--- src/design/nand_status_id_pkg.sv ---
// Constants, modes and pin bundle for the NAND status, identification and reset logic
package nand_status_id_pkg;
    // Command codes seen on the byte port
    localparam logic [7:0] CMD_READ       = 8'h00;
    localparam logic [7:0] CMD_READ_CONF  = 8'h30;
    localparam logic [7:0] CMD_CB_READ    = 8'h35;
    localparam logic [7:0] CMD_CB_INPUT   = 8'h85;
    localparam logic [7:0] CMD_PROG_CONF  = 8'h10;
    localparam logic [7:0] CMD_ERASE_CONF = 8'hD0;
    localparam logic [7:0] CMD_STATUS     = 8'h70;
    localparam logic [7:0] CMD_EDC_STATUS = 8'h7B;
    localparam logic [7:0] CMD_ID         = 8'h90;
    localparam logic [7:0] CMD_RESET      = 8'hFF;
    localparam logic [7:0] ID_ADDR        = 8'h00;
    // Status register value after a reset command with write protect high
    localparam logic [7:0] STATUS_RESET   = 8'hC0;
    // Status byte field positions
    localparam int BIT_FAIL      = 0;
    localparam int BIT_EDC_ERR   = 1;
    localparam int BIT_EDC_VALID = 2;
    localparam int BIT_READY     = 6;
    localparam int BIT_NOT_WP    = 7;
    // Identification sequence length and source page sector count
    localparam int ID_BYTES = 5;
    localparam int SECTORS  = 4;
    // Timing: clock rate and internal operation times
    localparam int CLK_MHZ    = 125;
    localparam int T_RST_NS   = 5000;
    localparam int T_READ_NS  = 25000;
    localparam int T_PROG_NS  = 200000;
    localparam int T_ERASE_NS = 1500000;
    localparam int RST_CYC    = (T_RST_NS * CLK_MHZ + 999) / 1000;
    localparam int READ_CYC   = (T_READ_NS * CLK_MHZ + 999) / 1000;
    localparam int PROG_CYC   = (T_PROG_NS * CLK_MHZ + 999) / 1000;
    localparam int ERASE_CYC  = (T_ERASE_NS * CLK_MHZ + 999) / 1000;
    localparam int BUSY_W     = 18;
    // Identification byte defaults; the values are arbitrary
    localparam logic [7:0] ID_MAKER_DEF = 8'h5A;
    localparam logic [7:0] ID_DEV_DEF   = 8'h3C;
    localparam logic [7:0] ID_B3_DEF    = 8'h11;
    localparam logic [7:0] ID_B4_DEF    = 8'h22;
    localparam logic [7:0] ID_B5_DEF    = 8'h33;

    // Command state of the device
    typedef enum logic [4:0] {
        MODE_WAIT   = 5'b00001,
        MODE_READ   = 5'b00010,
        MODE_STATUS = 5'b00100,
        MODE_EDC    = 5'b01000,
        MODE_ID     = 5'b10000
    } cmd_mode_e;

    // Host-side pins, all active low except cle, ale and io
    typedef struct packed {
        logic       ce_n;
        logic       cle;
        logic       ale;
        logic       we_n;
        logic       read_strobe_low;
        logic       wp_n;
        logic [7:0] io;
    } host_pins_s;
endpackage

--- src/design/nand_status_id_reset_logic.sv ---
// Command decoder, status, identification, reset and ready/busy logic of a NAND device
//
// Contract
// - Error-detection status only after copy-back program
// - After 7Bh, read cycles drive error-detection status
// - Status shown live without re-toggling strobes
// - Error-detection status mode holds until next command
// - Bit 0: program pass zero, fail one
// - Bit 1: source page error detected
// - Bit 2: error report valid
// - Bit 6: busy zero, ready one
// - Bit 7: protected zero, unprotected one
// - Only single-bit error per sector detected
// - 90h plus address zero yields five bytes
// - Identification mode holds until next command
// - FFh resets, aborting operation in progress
// - Reset clears command state, status C0h
// - Reset accepted while already resetting
// - Ready/busy low for reset busy time
// - Power-up latches read setup; reset waits
// - Busy on program, erase, random read start
// - Ready/busy is open-drain, wired-OR capable
// - Plain status mode holds until next command
`timescale 1ns/10ps
module nand_status_id_reset_logic #(
    parameter logic [17:0] RST_CYC   = 18'(nand_status_id_pkg::RST_CYC),
    parameter logic [17:0] READ_CYC  = 18'(nand_status_id_pkg::READ_CYC),
    parameter logic [17:0] PROG_CYC  = 18'(nand_status_id_pkg::PROG_CYC),
    parameter logic [17:0] ERASE_CYC = 18'(nand_status_id_pkg::ERASE_CYC),
    parameter logic [7:0]  ID_MAKER  = nand_status_id_pkg::ID_MAKER_DEF,
    parameter logic [7:0]  ID_DEV    = nand_status_id_pkg::ID_DEV_DEF,
    parameter logic [7:0]  ID_B3     = nand_status_id_pkg::ID_B3_DEF,
    parameter logic [7:0]  ID_B4     = nand_status_id_pkg::ID_B4_DEF,
    parameter logic [7:0]  ID_B5     = nand_status_id_pkg::ID_B5_DEF
) (
    input  wire logic                                   clk,
    input  wire logic                                   rst,
    input  wire nand_status_id_pkg::host_pins_s         pins,
    input  wire logic                                   core_prog_fail,
    input  wire logic [nand_status_id_pkg::SECTORS-1:0] core_sector_err,
    input  wire logic                                   core_edc_valid,
    output logic [7:0]                                  io_out,
    output logic                                        io_oe,
    output logic                                        rb_oe
);
    // Width of the identification byte index
    localparam int               IDX_W    = $clog2(nand_status_id_pkg::ID_BYTES);
    // Last identification byte; the index stops there
    localparam logic [IDX_W-1:0] IDX_LAST = IDX_W'(nand_status_id_pkg::ID_BYTES - 1);
    // Number of source page sectors checked during copy-back
    localparam int               SEC      = nand_status_id_pkg::SECTORS;
    // Busy timer value that means no internal operation
    localparam logic [17:0]      CNT_IDLE = 18'h0_0000;
    // Busy timer value of the last busy cycle
    localparam logic [17:0]      CNT_ONE  = 18'h0_0001;

    // Strobe history for edge detection
    logic                          we_prev_r;     // Write strobe level last cycle, idles high
    logic                          rd_prev_r;     // Read cycle active last cycle, idles low
    // Command state
    nand_status_id_pkg::cmd_mode_e mode_r;        // Current command mode
    nand_status_id_pkg::cmd_mode_e mode_nxt;      // Mode after this cycle
    // Internal operation timer
    logic [17:0]                   busy_cnt_r;    // Cycles left of the internal operation
    logic [17:0]                   busy_cnt_nxt;  // Timer after this cycle
    logic                          busy;          // Internal operation running now
    logic                          busy_nxt;      // Internal operation running next cycle
    // Copy-back and program bookkeeping
    logic                          cb_src_r;      // Source page loaded for copy-back
    logic                          cb_src_nxt;    // Next value of the source flag
    logic                          edc_avail_r;   // Check bits belong to a copy-back
    logic                          edc_avail_nxt; // Next value of the check flag
    logic                          op_done_r;     // A program or erase has been started
    logic                          op_done_nxt;   // Next value of the started flag
    // Identification sequence
    logic                          id_armed_r;    // Address zero seen after the command
    logic                          id_armed_nxt;  // Next value of the armed flag
    logic [IDX_W-1:0]              id_idx_r;      // Next identification byte to show
    logic [IDX_W-1:0]              id_idx_nxt;    // Index after this cycle
    logic [7:0]                    id_rom [nand_status_id_pkg::ID_BYTES]; // Identification bytes
    // Byte port and ready/busy drivers
    logic [7:0]                    io_out_r;      // Byte shown on the port
    logic [7:0]                    io_out_nxt;    // Byte to show next cycle
    logic                          io_oe_r;       // Port driven by the device
    logic                          rb_oe_r;       // Ready/busy pulled low
    // Decoded strobes
    logic                          we_fall;       // Write strobe has just gone low
    logic                          cmd_stb;       // Command byte latched
    logic                          addr_stb;      // Address byte latched
    logic                          rd_act;        // Read cycle in progress
    logic                          rd_fall;       // Read cycle has just begun
    // Decoded commands
    logic                          cmd_reset;     // Reset command
    logic                          cmd_edc;       // Error-detection status command
    logic                          cmd_stat;      // Plain status command
    logic                          cmd_id;        // Identification command
    logic                          cmd_read;      // Read setup command
    logic                          cmd_rconf;     // Random read confirm
    logic                          cmd_cbread;    // Copy-back source read confirm
    logic                          cmd_cbin;      // Copy-back data input
    logic                          cmd_prog;      // Program confirm
    logic                          cmd_erase;     // Erase confirm
    logic                          addr_zero;     // Identification address of zero
    logic                          busy_start;    // Any command that starts the array
    logic                          in_status;     // Either status read mode
    // Status bytes
    logic [SEC-1:0]                sector_hit;    // Per-sector error flags of a copy-back
    logic [7:0]                    edc_byte;      // Error-detection status byte
    logic [7:0]                    stat_byte;     // Plain status byte

    // Strobe decode; pins are already synchronous to clk
    assign we_fall  = ~pins.ce_n & ~pins.we_n & we_prev_r;
    assign cmd_stb  = we_fall & pins.cle & ~pins.ale;
    assign addr_stb = we_fall & pins.ale & ~pins.cle;
    // A read cycle needs both selects low, so it starts on the later falling edge
    assign rd_act   = ~pins.ce_n & ~pins.read_strobe_low;
    assign rd_fall  = rd_act & ~rd_prev_r;

    // Busy now and in the next cycle
    assign busy     = busy_cnt_r != CNT_IDLE;
    assign busy_nxt = busy_cnt_nxt != CNT_IDLE;

    // Reset and both status commands are taken even while busy
    assign cmd_reset  = cmd_stb & (pins.io == nand_status_id_pkg::CMD_RESET);
    assign cmd_edc    = cmd_stb & (pins.io == nand_status_id_pkg::CMD_EDC_STATUS);
    assign cmd_stat   = cmd_stb & (pins.io == nand_status_id_pkg::CMD_STATUS);
    // Every other command is ignored while an internal operation runs
    assign cmd_id     = cmd_stb & ~busy & (pins.io == nand_status_id_pkg::CMD_ID);
    assign cmd_read   = cmd_stb & ~busy & (pins.io == nand_status_id_pkg::CMD_READ);
    assign cmd_rconf  = cmd_stb & ~busy & (pins.io == nand_status_id_pkg::CMD_READ_CONF);
    assign cmd_cbread = cmd_stb & ~busy & (pins.io == nand_status_id_pkg::CMD_CB_READ);
    assign cmd_cbin   = cmd_stb & ~busy & (pins.io == nand_status_id_pkg::CMD_CB_INPUT);
    assign cmd_prog   = cmd_stb & ~busy & (pins.io == nand_status_id_pkg::CMD_PROG_CONF);
    assign cmd_erase  = cmd_stb & ~busy & (pins.io == nand_status_id_pkg::CMD_ERASE_CONF);
    // Only a zero address after the identification command arms the sequence
    assign addr_zero  = addr_stb & (pins.io == nand_status_id_pkg::ID_ADDR)
                        & (mode_r == nand_status_id_pkg::MODE_ID);
    // Commands that pull ready/busy low
    assign busy_start = cmd_rconf | cmd_cbread | cmd_prog | cmd_erase;
    // Status modes, where the byte follows the live state
    assign in_status  = (mode_r == nand_status_id_pkg::MODE_EDC)
                        | (mode_r == nand_status_id_pkg::MODE_STATUS);

    // Identification bytes in read order
    assign id_rom[0] = ID_MAKER;
    assign id_rom[1] = ID_DEV;
    assign id_rom[2] = ID_B3;
    assign id_rom[3] = ID_B4;
    assign id_rom[4] = ID_B5;

    // One flag per sector; the check finds at most one flipped bit per sector
    for (genvar s = 0; s < SEC; s++) begin : g_sector
        assign sector_hit[s] = core_sector_err[s] & edc_avail_r;
    end

    // Error-detection status byte, built from live state
    always_comb begin
        edc_byte = 8'h00;
        edc_byte[nand_status_id_pkg::BIT_FAIL]      = core_prog_fail & op_done_r;
        edc_byte[nand_status_id_pkg::BIT_EDC_ERR]   = |sector_hit;
        edc_byte[nand_status_id_pkg::BIT_EDC_VALID] = core_edc_valid & edc_avail_r;
        edc_byte[nand_status_id_pkg::BIT_READY]     = ~busy_nxt;
        edc_byte[nand_status_id_pkg::BIT_NOT_WP]    = pins.wp_n;
    end
    // Plain status leaves the copy-back check bits at zero
    assign stat_byte = edc_byte & 8'hF9;

    // Internal operation timer; a reset aborts whatever runs and restarts it
    always_comb begin
        busy_cnt_nxt = busy ? busy_cnt_r - CNT_ONE : busy_cnt_r;
        if (cmd_reset) begin
            busy_cnt_nxt = RST_CYC;
        end else if (cmd_rconf | cmd_cbread) begin
            busy_cnt_nxt = READ_CYC;
        end else if (cmd_prog) begin
            busy_cnt_nxt = PROG_CYC;
        end else if (cmd_erase) begin
            busy_cnt_nxt = ERASE_CYC;
        end
    end

    // Command mode; a mode holds until the next accepted command
    always_comb begin
        mode_nxt = mode_r;
        if (cmd_reset) begin
            mode_nxt = nand_status_id_pkg::MODE_WAIT;
        end else if (cmd_edc) begin
            mode_nxt = nand_status_id_pkg::MODE_EDC;
        end else if (cmd_stat) begin
            mode_nxt = nand_status_id_pkg::MODE_STATUS;
        end else if (cmd_id) begin
            mode_nxt = nand_status_id_pkg::MODE_ID;
        end else if (cmd_read | cmd_rconf | cmd_cbread) begin
            mode_nxt = nand_status_id_pkg::MODE_READ;
        end else if (cmd_cbin | cmd_prog | cmd_erase) begin
            mode_nxt = nand_status_id_pkg::MODE_WAIT;
        end
    end

    // Copy-back source flag, consumed by the program confirm
    always_comb begin
        cb_src_nxt = cb_src_r;
        if (cmd_cbread) begin
            cb_src_nxt = 1'b1;
        end else if (cmd_reset | cmd_rconf | cmd_prog | cmd_erase) begin
            cb_src_nxt = 1'b0;
        end
    end

    // Check bits are offered only after a copy-back program
    always_comb begin
        edc_avail_nxt = edc_avail_r;
        if (cmd_prog) begin
            edc_avail_nxt = cb_src_r;
        end else if (cmd_reset | cmd_rconf | cmd_cbread | cmd_erase) begin
            edc_avail_nxt = 1'b0;
        end
    end

    // Pass/fail is reported once a program or erase has started; reset clears it
    always_comb begin
        op_done_nxt = op_done_r;
        if (cmd_prog | cmd_erase) begin
            op_done_nxt = 1'b1;
        end else if (cmd_reset) begin
            op_done_nxt = 1'b0;
        end
    end

    // Identification index; each read cycle moves to the next byte, up to the last
    always_comb begin
        id_armed_nxt = id_armed_r;
        id_idx_nxt   = id_idx_r;
        if (cmd_stb) begin
            id_armed_nxt = 1'b0;
            id_idx_nxt   = '0;
        end else if (addr_zero) begin
            id_armed_nxt = 1'b1;
            id_idx_nxt   = '0;
        end else if ((mode_r == nand_status_id_pkg::MODE_ID) && rd_fall && id_armed_r
                     && (id_idx_r < IDX_LAST)) begin
            id_idx_nxt   = id_idx_r + 1'b1;
        end
    end

    // Byte shown on the port in each mode
    always_comb begin
        io_out_nxt = io_out_r;
        case (mode_r)
            // Status is refreshed every cycle, no strobe toggle needed
            nand_status_id_pkg::MODE_EDC: begin
                if (rd_act) io_out_nxt = edc_byte;
            end
            nand_status_id_pkg::MODE_STATUS: begin
                if (rd_act) io_out_nxt = stat_byte;
            end
            // Identification byte taken at the start of each read cycle
            nand_status_id_pkg::MODE_ID: begin
                if (rd_fall && id_armed_r) io_out_nxt = id_rom[id_idx_r];
            end
            // Array data is not part of this block
            nand_status_id_pkg::MODE_READ: begin
                io_out_nxt = 8'h00;
            end
            nand_status_id_pkg::MODE_WAIT: begin
                io_out_nxt = 8'h00;
            end
            default: begin
                io_out_nxt = 8'h00;
            end
        endcase
    end

    // Strobe history; the write strobe idles high, the read cycle idles off
    always_ff @(posedge clk) begin
        if (rst) begin
            we_prev_r <= 1'b1;
            rd_prev_r <= 1'b0;
        end else begin
            we_prev_r <= pins.we_n;
            rd_prev_r <= rd_act;
        end
    end

    // Mode and timer; power-up behaves as if read setup were latched
    always_ff @(posedge clk) begin
        if (rst) begin
            mode_r     <= nand_status_id_pkg::MODE_READ;
            busy_cnt_r <= CNT_IDLE;
        end else begin
            mode_r     <= mode_nxt;
            busy_cnt_r <= busy_cnt_nxt;
        end
    end

    // Copy-back and identification bookkeeping
    always_ff @(posedge clk) begin
        if (rst) begin
            cb_src_r    <= 1'b0;
            edc_avail_r <= 1'b0;
            op_done_r   <= 1'b0;
            id_armed_r  <= 1'b0;
            id_idx_r    <= '0;
        end else begin
            cb_src_r    <= cb_src_nxt;
            edc_avail_r <= edc_avail_nxt;
            op_done_r   <= op_done_nxt;
            id_armed_r  <= id_armed_nxt;
            id_idx_r    <= id_idx_nxt;
        end
    end

    // Output flops; ready/busy only ever pulls low, so lines can be wired together
    always_ff @(posedge clk) begin
        if (rst) begin
            io_out_r <= 8'h00;
            io_oe_r  <= 1'b0;
            rb_oe_r  <= 1'b0;
        end else begin
            io_out_r <= io_out_nxt;
            io_oe_r  <= rd_act & (mode_r != nand_status_id_pkg::MODE_WAIT);
            rb_oe_r  <= busy_nxt;
        end
    end

    // Outputs straight from the flops
    assign io_out = io_out_r;
    assign io_oe  = io_oe_r;
    assign rb_oe  = rb_oe_r;
endmodule

--- config.mk ---
export PLATFORM = sky130hd
export DESIGN_NAME = nand_status_id_reset_logic
export DESIGN_NICKNAME = d
export VERILOG_FILES = /design/src/design/nand_status_id_pkg.sv /design/src/design/nand_status_id_reset_logic.sv
export SDC_FILE = /design/constraint.sdc
export NUM_CORES = 1
export LEC_CHECK = 0
export BUFFER_PORTS_ARGS = -buffer_cell sky130_fd_sc_hd__buf_2
export CORE_MARGIN = 2
export CORE_UTILIZATION = 50
export CTS_BUF_LIST = sky130_fd_sc_hd__clkbuf_16
export DETAILED_ROUTE_END_ITERATION = 8
export PLACE_DENSITY = 0.7
export SETUP_SLACK_MARGIN = 0.1
export SYNTH_ARGS = -nofsm -noshare
export SYNTH_HDL_FRONTEND = slang
export SYNTH_SLANG_ARGS = --single-unit
--- constraint.sdc ---
create_clock -name clk -period 2.85 [get_ports clk]
set_input_delay 0.4275 -clock clk [delete_from_list [all_inputs] [get_ports clk]]
set_output_delay 0.4275 -clock clk [all_outputs]
set_load 0.01 [all_outputs]
* After elaboration in Yosys (flattened, before gate mapping)
Memory sizes are Yosys's and may differ from the RTL's. Cells that the tools add are included.
Word-level totals: register bits 42, ROM bits 64, input bits 22, output and inout port bits 10, word-level logic and storage cells 128, memories kept 1
Memory list:
- (name not given) | depth 8, bits a word 8, rd ports 1, clocked after Yosys merged registers in 0, write ports 0, RTL line nand_status_id_reset_logic.sv:259 | if (rd_fall && id_armed_r) io_out_nxt = id_rom[id_idx_r];
Cells by class: add/sub/neg operators 2, $lt $le $gt $ge 2, equal/unequal tests 16, mux-type cells 23, bitwise operators 48, reductions and logical operators 21
Operators by type and width (number):
- 18-bit two-way mux | 5
- 8-bit two-way mux | 5
- 18-bit nonzero test | 2
- 8-bit == test (second input constant) | 4
- 1-bit AND | 28
- 8-bit case mux with 3 select lines | 1
- 18-bit by 1-bit subtractor with 18-bit output (second input constant) | 1
- 8-bit by 6-bit == test with 1-bit output (second input constant) | 2
- 8-bit by 7-bit == test with 1-bit output (second input constant) | 2
- 5-bit two-way mux | 3
- 1-bit bitwise OR | 11
- 8-bit by 5-bit == test with 1-bit output (second input constant) | 1
- 8-bit zero test | 1
- 4-bit two-way mux | 2
- 1-bit NOT | 8
- 4-bit OR reduction | 2
- 1-bit two-way mux | 6
- 2-bit nonzero test | 3
- 6-bit nonzero test | 1
- 3-bit OR reduction | 2
- 5-bit by 3-bit == test with 1-bit output (second input constant) | 1
- 5-bit by 4-bit == test with 1-bit output (second input constant) | 1
- 5-bit == test (second input constant) | 1
- 5-bit by 1-bit inequality test with 1-bit output (second input constant) | 1
- 13 further kinds | 18

* Logic depth before layout (Yosys ltp)
Gate-level depths: netlist of the first run.
depth after elaboration 15, gate-level depth with buffers 9, gate-level depth less buffers 9

* Worst setup path after synthesis of the first run
Ideal clock, no wire load.
path kind register -> register, start point reg busy_cnt_r[0], end point reg io_out_r[6], in the netlist io_out[6], setup time 0.058 ns, arrival 2.429 ns, data required time 2.792 ns, setup slack 0.362 ns, stages on the path, launching flop included 10, buffers on the path 0, clock period less this slack 2.488 ns, cells stage by stage dfxtp_1 inv_1 ha_1 or4b_1 nor4_4 or4_1 nand4b_1 a2111oi_2 and4_1 o21ba_1
Between the ends: cells in the longest elaborated chain, start to end 12, elaborated cells on any way between the ends 19, classes of those cells 1 x add/sub; 8 x mux; 8 x bitwise; 2 x reduce/logical
RTL lines:
- start: declaration | RTL line nand_status_id_reset_logic.sv:64 | logic [17:0] busy_cnt_r;
- start signal: assignment | RTL line nand_status_id_reset_logic.sv:292 | busy_cnt_r <= busy_cnt_nxt;
- parallel branches: the longest is 6 deep, another holds 18-bit by 1-bit subtractor with 18-bit output
- 18-bit two-way mux * | RTL line nand_status_id_reset_logic.sv:173 | end else if (cmd_rconf | cmd_cbread) begin
- 18-bit two-way mux * | RTL line nand_status_id_reset_logic.sv:171 | if (cmd_reset) begin
- 18-bit nonzero test * | RTL line nand_status_id_reset_logic.sv:121 | assign busy_nxt = busy_cnt_nxt != CNT_IDLE;
- 1-bit NOT * | RTL line nand_status_id_reset_logic.sv:162 | edc_byte[nand_status_id_pkg::BIT_READY] = ~busy_nxt;
- 8-bit two-way mux (on tied branches) | RTL line nand_status_id_reset_logic.sv:255, nand_status_id_reset_logic.sv:252
- 8-bit case mux with 3 select lines * | RTL line nand_status_id_reset_logic.sv:249 | case (mode_r)
- end signal: assignment | RTL line nand_status_id_reset_logic.sv:320 | io_out_r <= io_out_nxt;
- end: declaration | RTL line nand_status_id_reset_logic.sv:82 | logic [7:0] io_out_r;
Every way passes the cells marked *. The select of a mux whose other input is x is not followed. A chain may end at the register's enable or synchronous reset.

* Worst setup path after layout of the first run
Ends and elaborated chain as after synthesis.

==> run metrics, run 1 <==
Worst Tran Pin Value=0.620 ns; RePlAce Congestion=0.943; Ports=32; Register-to-Register Path Depth=9; Tmin final=2.66 ns; syn nets=346; Yosys top cell by area=dfxtp_1; setup TNS=0 ns; Post-synth EDFFs=0; MaxCap Viol Count=0; drt initial violations=157; Yosys reg bits=42; Synth Area in XOR/XNOR=1.39%; register area share after synthesis=33.3%; Starting Density=52.7%; required time of the critical path=3.07 ns; die width=75.0 µm; crit path to=io_out[6]$_SDFFE_PP0P_; met2 GRT Util=46.2%; largest family of logic cells by synthesized area=simple AND/OR/NAND/NOR gates; reg-to-reg startpoint=busy_cnt_r[0]$_SDFF_PP0_; Slew Limit Fails=0; PwrDens=849 nW/µm²; Post-CTS Hold Buffers=0; hold slack final=0.360 ns; CP Data Arrival Time=2.89 ns; CTS root buf=clkbuf_16; global route overflow=0; Final period util=93.4%; worst-path fanout max=5; Async SR Flop Fraction=0%; Synth top cells by count=dfxtp_1, nor2_1, a21oi_1, nor3_1, nand2_1; Simple-Gate Fraction of Synth Area=36.9%; Vias/cell=6.13; Avg Synthesized Cell Area=7.96 µm²; die height=75.0 µm; Post-DP HPWL=5620 µm; compound-cell area share of the yosys netlist=19.5%; Area Growth Syn to Fin=20.2%; Num Clock Sinks=42; initial antenna violation count=0; largest net degree at the start of global routing=24; first-pass GRT wire length=11,400 µm; Worst setup EP type=register; most common cell in the netlist=dfxtp_1; Hold Startpoint=pins[9]; DIE AREA=5630 µm²; routed length per placed instance=17.0 µm; Total GRT Usage=27.1%; final hold vios=0; ranking of synthesized cells by area=dfxtp_1, a21oi_1, nor2_1; CTS HTree Levels=2; Leak=0.00122 µW; post-route ant nets=0; total CTS buffers=5; clock skew=0.00432 ns; Worst setup SP type=register; GR peak layer=met2; vias=2,654; CTS tree=built; final setup fails=0; Cells after Synth=317; mapped cell area=2520 µm²; Yosys cell types=55; relative slew slack=58.3%; # DRC=0; Skew-Pair Late Insertion Delay=0.28 ns; reg2reg setup slack=0.19 ns; M3 GR Usage=4.69%; Post-layout nets=394; run status=finished, final reports clean; RSZ-0062 raised after global routing=no; HP Class=primary input to register; drt first pass iters=4; grt met1 use=33.6%; Worst setup startpoint=busy_cnt_r[0]$_SDFF_PP0_; Ys Warns=0; mux cell area share after synthesis=2.43%; Post-Route WL=7350 µm; Worst VDD drop=0.000577 V; Yosys top cell area share=33.3%; layout cells sized above 1=20.5%; Post-Synth Adder-Cell Area=3.47%; CTS max path bufs=2; Cell Rows=25; r2r endpoint=io_out[6]$_SDFFE_PP0P_; Port Buffers=31; vias in the first global route=2,405; crit path kind=register to register; fmax=376 MHz; Synth Flop Type=dfxtp_1; antenna diode count=0; core area=4790 µm²; clock transition at the registers of the reported paths=0.06 ns
worst min-delay path by stage:
stage	end	slack, ns	depth (start not counted)
2_1_floorplan	cb_src_r$_SDFFE_PP0P_	0.43	2
3_3_place_gp	cb_src_r$_SDFFE_PP0P_	0.44	2
3_5_place_dp	edc_avail_r$_SDFFE_PP0P_	0.46	2
4_1_cts	rd_prev_r$_SDFF_PP0_	0.36	2
5_1_grt	rd_prev_r$_SDFF_PP0_	0.37	2
6_report	rd_prev_r$_SDFF_PP0_	0.36	2
critical path, cell delays in order (launching register included):
cell and delay [ns]:
dfxtp_1 0.31, inv_1 0.14, ha_1 0.25, or4b_2 0.64, nor4_2 0.20, mux2i_1 0.27
nand4_1 0.11, o31ai_1 0.28, and4_1 0.27, o21ba_1 0.13
per-layer routing:
metal  up-vias  routed length [µm]
met2       107                3490
met5         -                   0
met4         0                 259
met1      1217                3140
met3        22                 466
li1       1308                   -
cell type report:
class,instances,area [µm²]
fillers,441,1750
clock inverters,3,16.3
clock buffers,5,125
well taps,67,83.8
inverters,8,30.0
flip-flops and latches,42,841
multi-input cells,257,1630
repair buffers,51,305
state kept, by name, summed over array words and instances, names as in the netlist:
name and cells:
edc_avail_r 1, id_idx_r 3, rb_oe 1, io_oe 1, op_done_r 1, we_prev_r 1
id_armed_r 1, cb_src_r 1, rd_prev_r 1, mode_r 5, busy_cnt_r 18, io_out 8
repair_timing:
item                                    4_1_cts  5_1_grt
setup buffers                                 0        4
resized for setup                             0        4
endpoints found under the setup margin        0        2
power breakdown:
part,switching (µW),internal (µW)
sequential,99.2,667
combinational,731,539
clock,220,319
cell usage in the layout, fill, tap and decap left out, types with 6 or more instances in the layout:
cell type	Yosys	layout
a211oi_1	6	6
a21oi_1	27	27
a31oi_1	7	7
buf_2	0	31
buf_4	0	20
dfxtp_1	42	42
ha_1	7	7
inv_1	8	8
nand2_1	20	20
nand2b_1	6	6
nand3_1	10	9
nand4_1	12	12
nor2_1	36	36
nor3_1	21	20
nor4_1	12	11
o21ai_0	11	11
or3_1	9	9
cells by family (layout without fill, tap and decap cells):
group           after synthesis  count (layout)
simple gates                164             164
mux                           6               6
buf+inv                      18              67
compound gates               76              76
flops                        42              42
fa+ha+maj                     7               7
xor+xnor                      4               4
stage by stage:
stage	power [µW]	utilization [%]	worst slack [ns]	instances	cell area, µm²
floorplan	1580	-	0.362	317	2520
global placement	1940	59.3	0.196	421	2840
detailed placement	1910	59.3	0.147	421	2840
CTS	2460	62.2	0.126	429	2980
global route	2730	63.4	0.0620	433	3030
finish	2580	63.4	0.189	433	3030
Note: power is estimated with default switching activity, not from simulation.
==> run 2, diff against run 1 <==
==> constraint.sdc (replaced) <==
create_clock -name clk -period 2.85 [get_ports clk]
set_input_delay 0.1425 -clock clk [delete_from_list [all_inputs] [get_ports clk]]
set_output_delay 0.1425 -clock clk [all_outputs]
set_load 0.01 [all_outputs]
==> run metrics, run 2 (same netlist as run 1, synthesis figures left out) <==
Port Buffers=31 (unchanged); final hold vios=0 (unchanged); drt first pass iters=5 (+1); layout cells sized above 1=21.3% (+0.76 points); final setup fails=0 (unchanged); Num Clock Sinks=42 (unchanged); worst-path fanout max=8 (+3); core area=4790 µm² (unchanged); CTS root buf=clkbuf_16; Worst setup SP type=register; vias=2,659 (+0.19%); HP Class=primary input to register; vias in the first global route=2,351 (-2.2%); die height=75.0 µm (unchanged); grt met1 use=32.1% (-1.6 points); Cell Rows=25 (unchanged); drt initial violations=180 (+15%); critical path's largest stage delay=0.51 ns (-0.13 ns); clock skew=0.00555 ns (+0.00123 ns); largest delay contributor family on the critical path=simple AND/OR/NAND/NOR gates; commonest non-fill, non-tap cell in the layout=dfxtp_1; Skew-Pair Late Insertion Delay=0.29 ns (about the same); Post-Route WL=7300 µm (-0.76%); Total GRT Usage=26.7% (-0.38 points); CTS max path bufs=2 (unchanged); Slew Limit Fails=0 (unchanged); relative slew slack=44.3% (-14 points); Post-layout nets=395 (+0.25%); Area Growth Syn to Fin=22.7%; Ports=32 (unchanged); CTS tree=built; met2 GRT Util=45.8% (-0.39 points); CP Cell Sequence=inv_1, ha_1, or4b_4, nor4_4, buf_6, or4_1, nand4b_1, a2111oi_2, and4_1, o21ba_1; initial antenna violation count=0 (unchanged); max FFs per register=18 (unchanged); required time of the critical path=3.08 ns (about the same); CP Depth=10 (+1); commonest cells after routing, fill and taps aside=dfxtp_1, nor2_1, buf_2; setup TNS=0 ns (unchanged); M3 GR Usage=3.75% (-0.94 points); Post-CTS Hold Buffers=0 (unchanged); crit path kind=register to register; Hold Path Stages=2 (unchanged); Leak=0.00124 µW (+2.1%); antenna diode count=0 (unchanged); Worst setup EP type=register; Tmin final=2.60 ns (-0.0640 ns); die width=75.0 µm (unchanged); total CTS buffers=5 (unchanged); Final period util=91.1% (-2.2 points); RSZ-0062 raised after global routing=no; Vias/cell=6.13 (about the same); slowest CP cell=or4b_4; routed length per placed instance=16.8 µm (-0.99%); global route overflow=0 (unchanged); PwrDens=899 nW/µm² (+5.9%); Worst Tran Pin Value=0.833 ns (+0.212 ns); RePlAce Congestion=0.933 (-1.0%); Worst VDD drop=0.000639 V (+11%); CTS HTree Levels=2 (unchanged); DIE AREA=5630 µm² (unchanged); Register-to-Register Path Depth=10 (+1); first-pass GRT wire length=11,100 µm (-2.7%); clock transition at the registers of the reported paths=0.06 ns (about the same); fmax=385 MHz (+2.5%); Post-DP HPWL=5700 µm (+1.4%); CP Data Arrival Time=2.83 ns (-0.06 ns); Starting Density=52.7% (unchanged); largest net degree at the start of global routing=24 (unchanged); # DRC=0 (unchanged); Bufs and invs on worst path=2 (+1); MaxCap Viol Count=0 (unchanged); GR peak layer=met2; setup ws final=0.253 ns (+0.0640 ns); Biggest register=busy_cnt_r; run status=finished, final reports clean; DP Worst Slack=0.172 ns (+0.0256 ns); post-route ant nets=0 (unchanged)
run 2: cell count changes in the layout (fill, tap and decap cells not counted), sizes merged:
cell	before	now
clkinvlp	1	0
clkinv	2	1
bufinv	0	2
buf	51	52
run 2: path summary, 6_finish.rpt:
kind                       startpoint  slack, ns                endpoint
max          busy_cnt_r[1]$_SDFF_PP0_       0.25  io_out[6]$_SDFFE_PP0P_
min                           pins[9]       0.06    rd_prev_r$_SDFF_PP0_
max reg2reg  busy_cnt_r[1]$_SDFF_PP0_       0.25  io_out[6]$_SDFFE_PP0P_
min reg2reg     cb_src_r$_SDFFE_PP0P_       0.45   cb_src_r$_SDFFE_PP0P_
run 2: per-layer routing:
metal  routed length [µm]  up-vias
li1                     -     1307
met1                 3100     1237
met2                 3510       95
met3                  428       20
met4                  257        0
met5                    0        -
run 2: power breakdown:
part	switching (µW)	internal, µW	leakage (µW)	total [µW]
Clock	236	503	0.0000940	739
Combinational	720	560	0.000805	1280
Sequential	95.9	667	0.000342	763
Total	1050	1730	0.00124	2780
run 2: cell type report:
type	count	area [µm²]
clock inverter	3	68.8
tap	67	83.8
timing repair buffer	52	317
sequential	42	841
clock buffer	5	125
inverter	8	30.0
multi-input combinational	257	1630
fill	428	1690
run 2: worst register-to-register path, cell delays in order, from the launching register on:
cell	delay, ns
dfxtp_1	0.34
inv_1	0.11
ha_1	0.20
or4b_4	0.51
nor4_4	0.27
buf_6	0.16
or4_1	0.12
nand4b_1	0.11
a2111oi_2	0.31
and4_1	0.28
o21ba_1	0.13
run 2: stage by stage:
step                cell area [µm²]  utilization, %  instances  total power [µW]  hold slack (ns)
finish                         3090            64.7        434              2780           0.0629
global route                   3090            64.7        434              2950           0.0630
CTS                            3050            63.6        431              2700           0.0611
detailed placement             2850            59.6        423              1960            0.356
global placement               2850            59.6        423              1970            0.355
floorplan                      2520               -        317              1580            0.222
run 2: repair_timing:
item,4_1_cts,5_1_grt
endpoints found under the setup margin,0,3
setup buffers,0,3
resized for setup,0,7
==> run 3, diff against run 2 <==
Settings changed: PLACE_DENSITY 0.7 to 0.68.
==> run metrics, run 3 (same netlist as run 1, synthesis figures left out) <==
Tmin final=2.64 ns (+0.0433 ns); Vias/cell=6.25 (+2.0%); final setup fails=0 (unchanged); CTS max path bufs=2 (unchanged); RSZ-0062 raised after global routing=no; Port Buffers=31 (unchanged); core area=4790 µm² (unchanged); switching share of power=39.9% (+2.1 points); switching power=1080 µW (+2.7%); fmax=379 MHz (-1.6%); Worst Tran Pin Value=0.536 ns (-0.297 ns); required time of the critical path=3.08 ns (about the same); crit path kind=register to register; Cell Rows=25 (unchanged); Final period util=92.6% (+1.5 points); worst-path fanout max=5 (-3); slowest CP cell=or3_1; initial antenna violation count=0 (unchanged); CTS root buf=clkbuf_16; vias=2,669 (+0.38%); die height=75.0 µm (unchanged); Biggest register=busy_cnt_r; post-route ant nets=0 (unchanged); total internal power=1630 µW (-6.0%); CP Cell Sequence=inv_2, ha_2, nor4b_4, nand3_2, o31a_1, or3_1, a2111oi_4, and4_4, o21ba_1; dpl cell area=2800 µm² (-1.8%); setup TNS=0 ns (unchanged); total chip power=2710 µW (-2.7%); Final Instance Area=3050 µm² (-1.5%); Bufs and invs on worst path=1 (-1); CTS tree=built; Worst setup EP type=register; CP Data Arrival Time=2.87 ns (+0.04 ns); Clock power frac=23.1% (-3.5 points); Leak=0.00120 µW (-3.3%); Worst VDD drop=0.000535 V (-16%); global route overflow=0 (unchanged); Flop pwr share=29.3% (+1.9 points); Ports=32 (unchanged); HP Class=primary input to register; relative slew slack=63.9% (+20 points); commonest non-fill, non-tap cell in the layout=dfxtp_1; vias in the first global route=2,346 (-0.21%); final hold vios=0 (unchanged); max FFs per register=18 (unchanged); Slew Limit Fails=0 (unchanged); commonest cells after routing, fill and taps aside=dfxtp_1, nor2_1, buf_2; run status=finished, final reports clean; # DRC=0 (unchanged); CTS HTree Levels=2 (unchanged); drt initial violations=356 (+98%); Post-Route WL=7220 µm (-1.1%); largest net degree at the start of global routing=24 (unchanged); Comb pwr share=47.6% (+1.6 points); largest delay contributor family on the critical path=simple AND/OR/NAND/NOR gates; clock skew=0.00361 ns (-0.00194 ns); critical path's largest stage delay=0.43 ns (-0.08 ns); Area Growth Syn to Fin=20.8%; drt first pass iters=5 (unchanged); antenna diode count=0 (unchanged); clock transition at the registers of the reported paths=0.06 ns (about the same); PwrDens=888 nW/µm² (-1.2%); Worst setup SP type=register; routed length per placed instance=16.9 µm (+0.50%); Skew-Pair Late Insertion Delay=0.28 ns (about the same); MaxCap Viol Count=0 (unchanged); layout cells sized above 1=21.1% (-0.14 points); Post-CTS Hold Buffers=0 (unchanged); hold slack final=0.0630 ns (+0.000136 ns); RePlAce Congestion=0.900 (-3.6%); Layout Utilization=63.7% (-0.97 points); Starting Density=52.7% (unchanged); Post-DP HPWL=5220 µm (-8.5%); Num Clock Sinks=42 (unchanged); Total GRT Usage=26.6% (-0.11 points); first-pass GRT wire length=11,500 µm (+3.0%); total CTS buffers=5 (unchanged); die width=75.0 µm (unchanged); Post-layout nets=389 (-1.5%); DIE AREA=5630 µm² (unchanged)
==> run 3: path summary, 6_finish.rpt <==
path                                 start                      to  slack [ns]  cells past startpoint
hold / removal                     pins[9]    rd_prev_r$_SDFF_PP0_        0.06                      2
setup / recovery  busy_cnt_r[0]$_SDFF_PP0_  io_out[6]$_SDFFE_PP0P_        0.21                      9
hold reg to reg      cb_src_r$_SDFFE_PP0P_   cb_src_r$_SDFFE_PP0P_        0.46                      2
setup reg to reg  busy_cnt_r[0]$_SDFF_PP0_  io_out[6]$_SDFFE_PP0P_        0.21                      9
==> run 3: layout make-up <==
| cell class | instances | area (µm²) |
|---|---|---|
| fillers | 433 | 1740 |
| multi-input cells | 257 | 1670 |
| flip-flops and latches | 42 | 842 |
| repair buffers | 46 | 268 |
| clock buffers | 5 | 125 |
| well taps | 67 | 83.8 |
| clock inverters | 2 | 33.8 |
| inverters | 8 | 30.0 |
==> run 3: timing repair <==
item                                    CTS  global route
endpoints found under the setup margin    2             2
pin swaps                                 1             5
setup buffers                             0             4
resized for setup                         1            12
==> run 3: per-layer routing <==
metal	vias to the layer above	GRT usage, %	part of all wire (%)
met4	0	7.94	1.5
met2	124	39.5	45
li1	1297	-	-
met1	1234	39.7	48
met3	14	4.02	6.2
met5	-	0	0
==> run 3: metrics by stage <==
stage / setup WS, ns / instances
after floorplan: 0.362 / 317
after global placement: 0.187 / 416
final: 0.210 / 427
after global routing: 0.103 / 427
after CTS: 0.148 / 423
after detailed placement: 0.0504 / 416
==> run 3: power groups by stage <==
stage / sequential, µW / clock (µW) / combinational [µW]
4_1_cts: 774 / 628 / 1110
6_report: 792 / 625 / 1290
5_1_grt: 803 / 654 / 1380
3_5_place_dp: 780 / 0 / 1090
2_1_floorplan: 756 / 0 / 825
3_3_place_gp: 780 / 0 / 1110
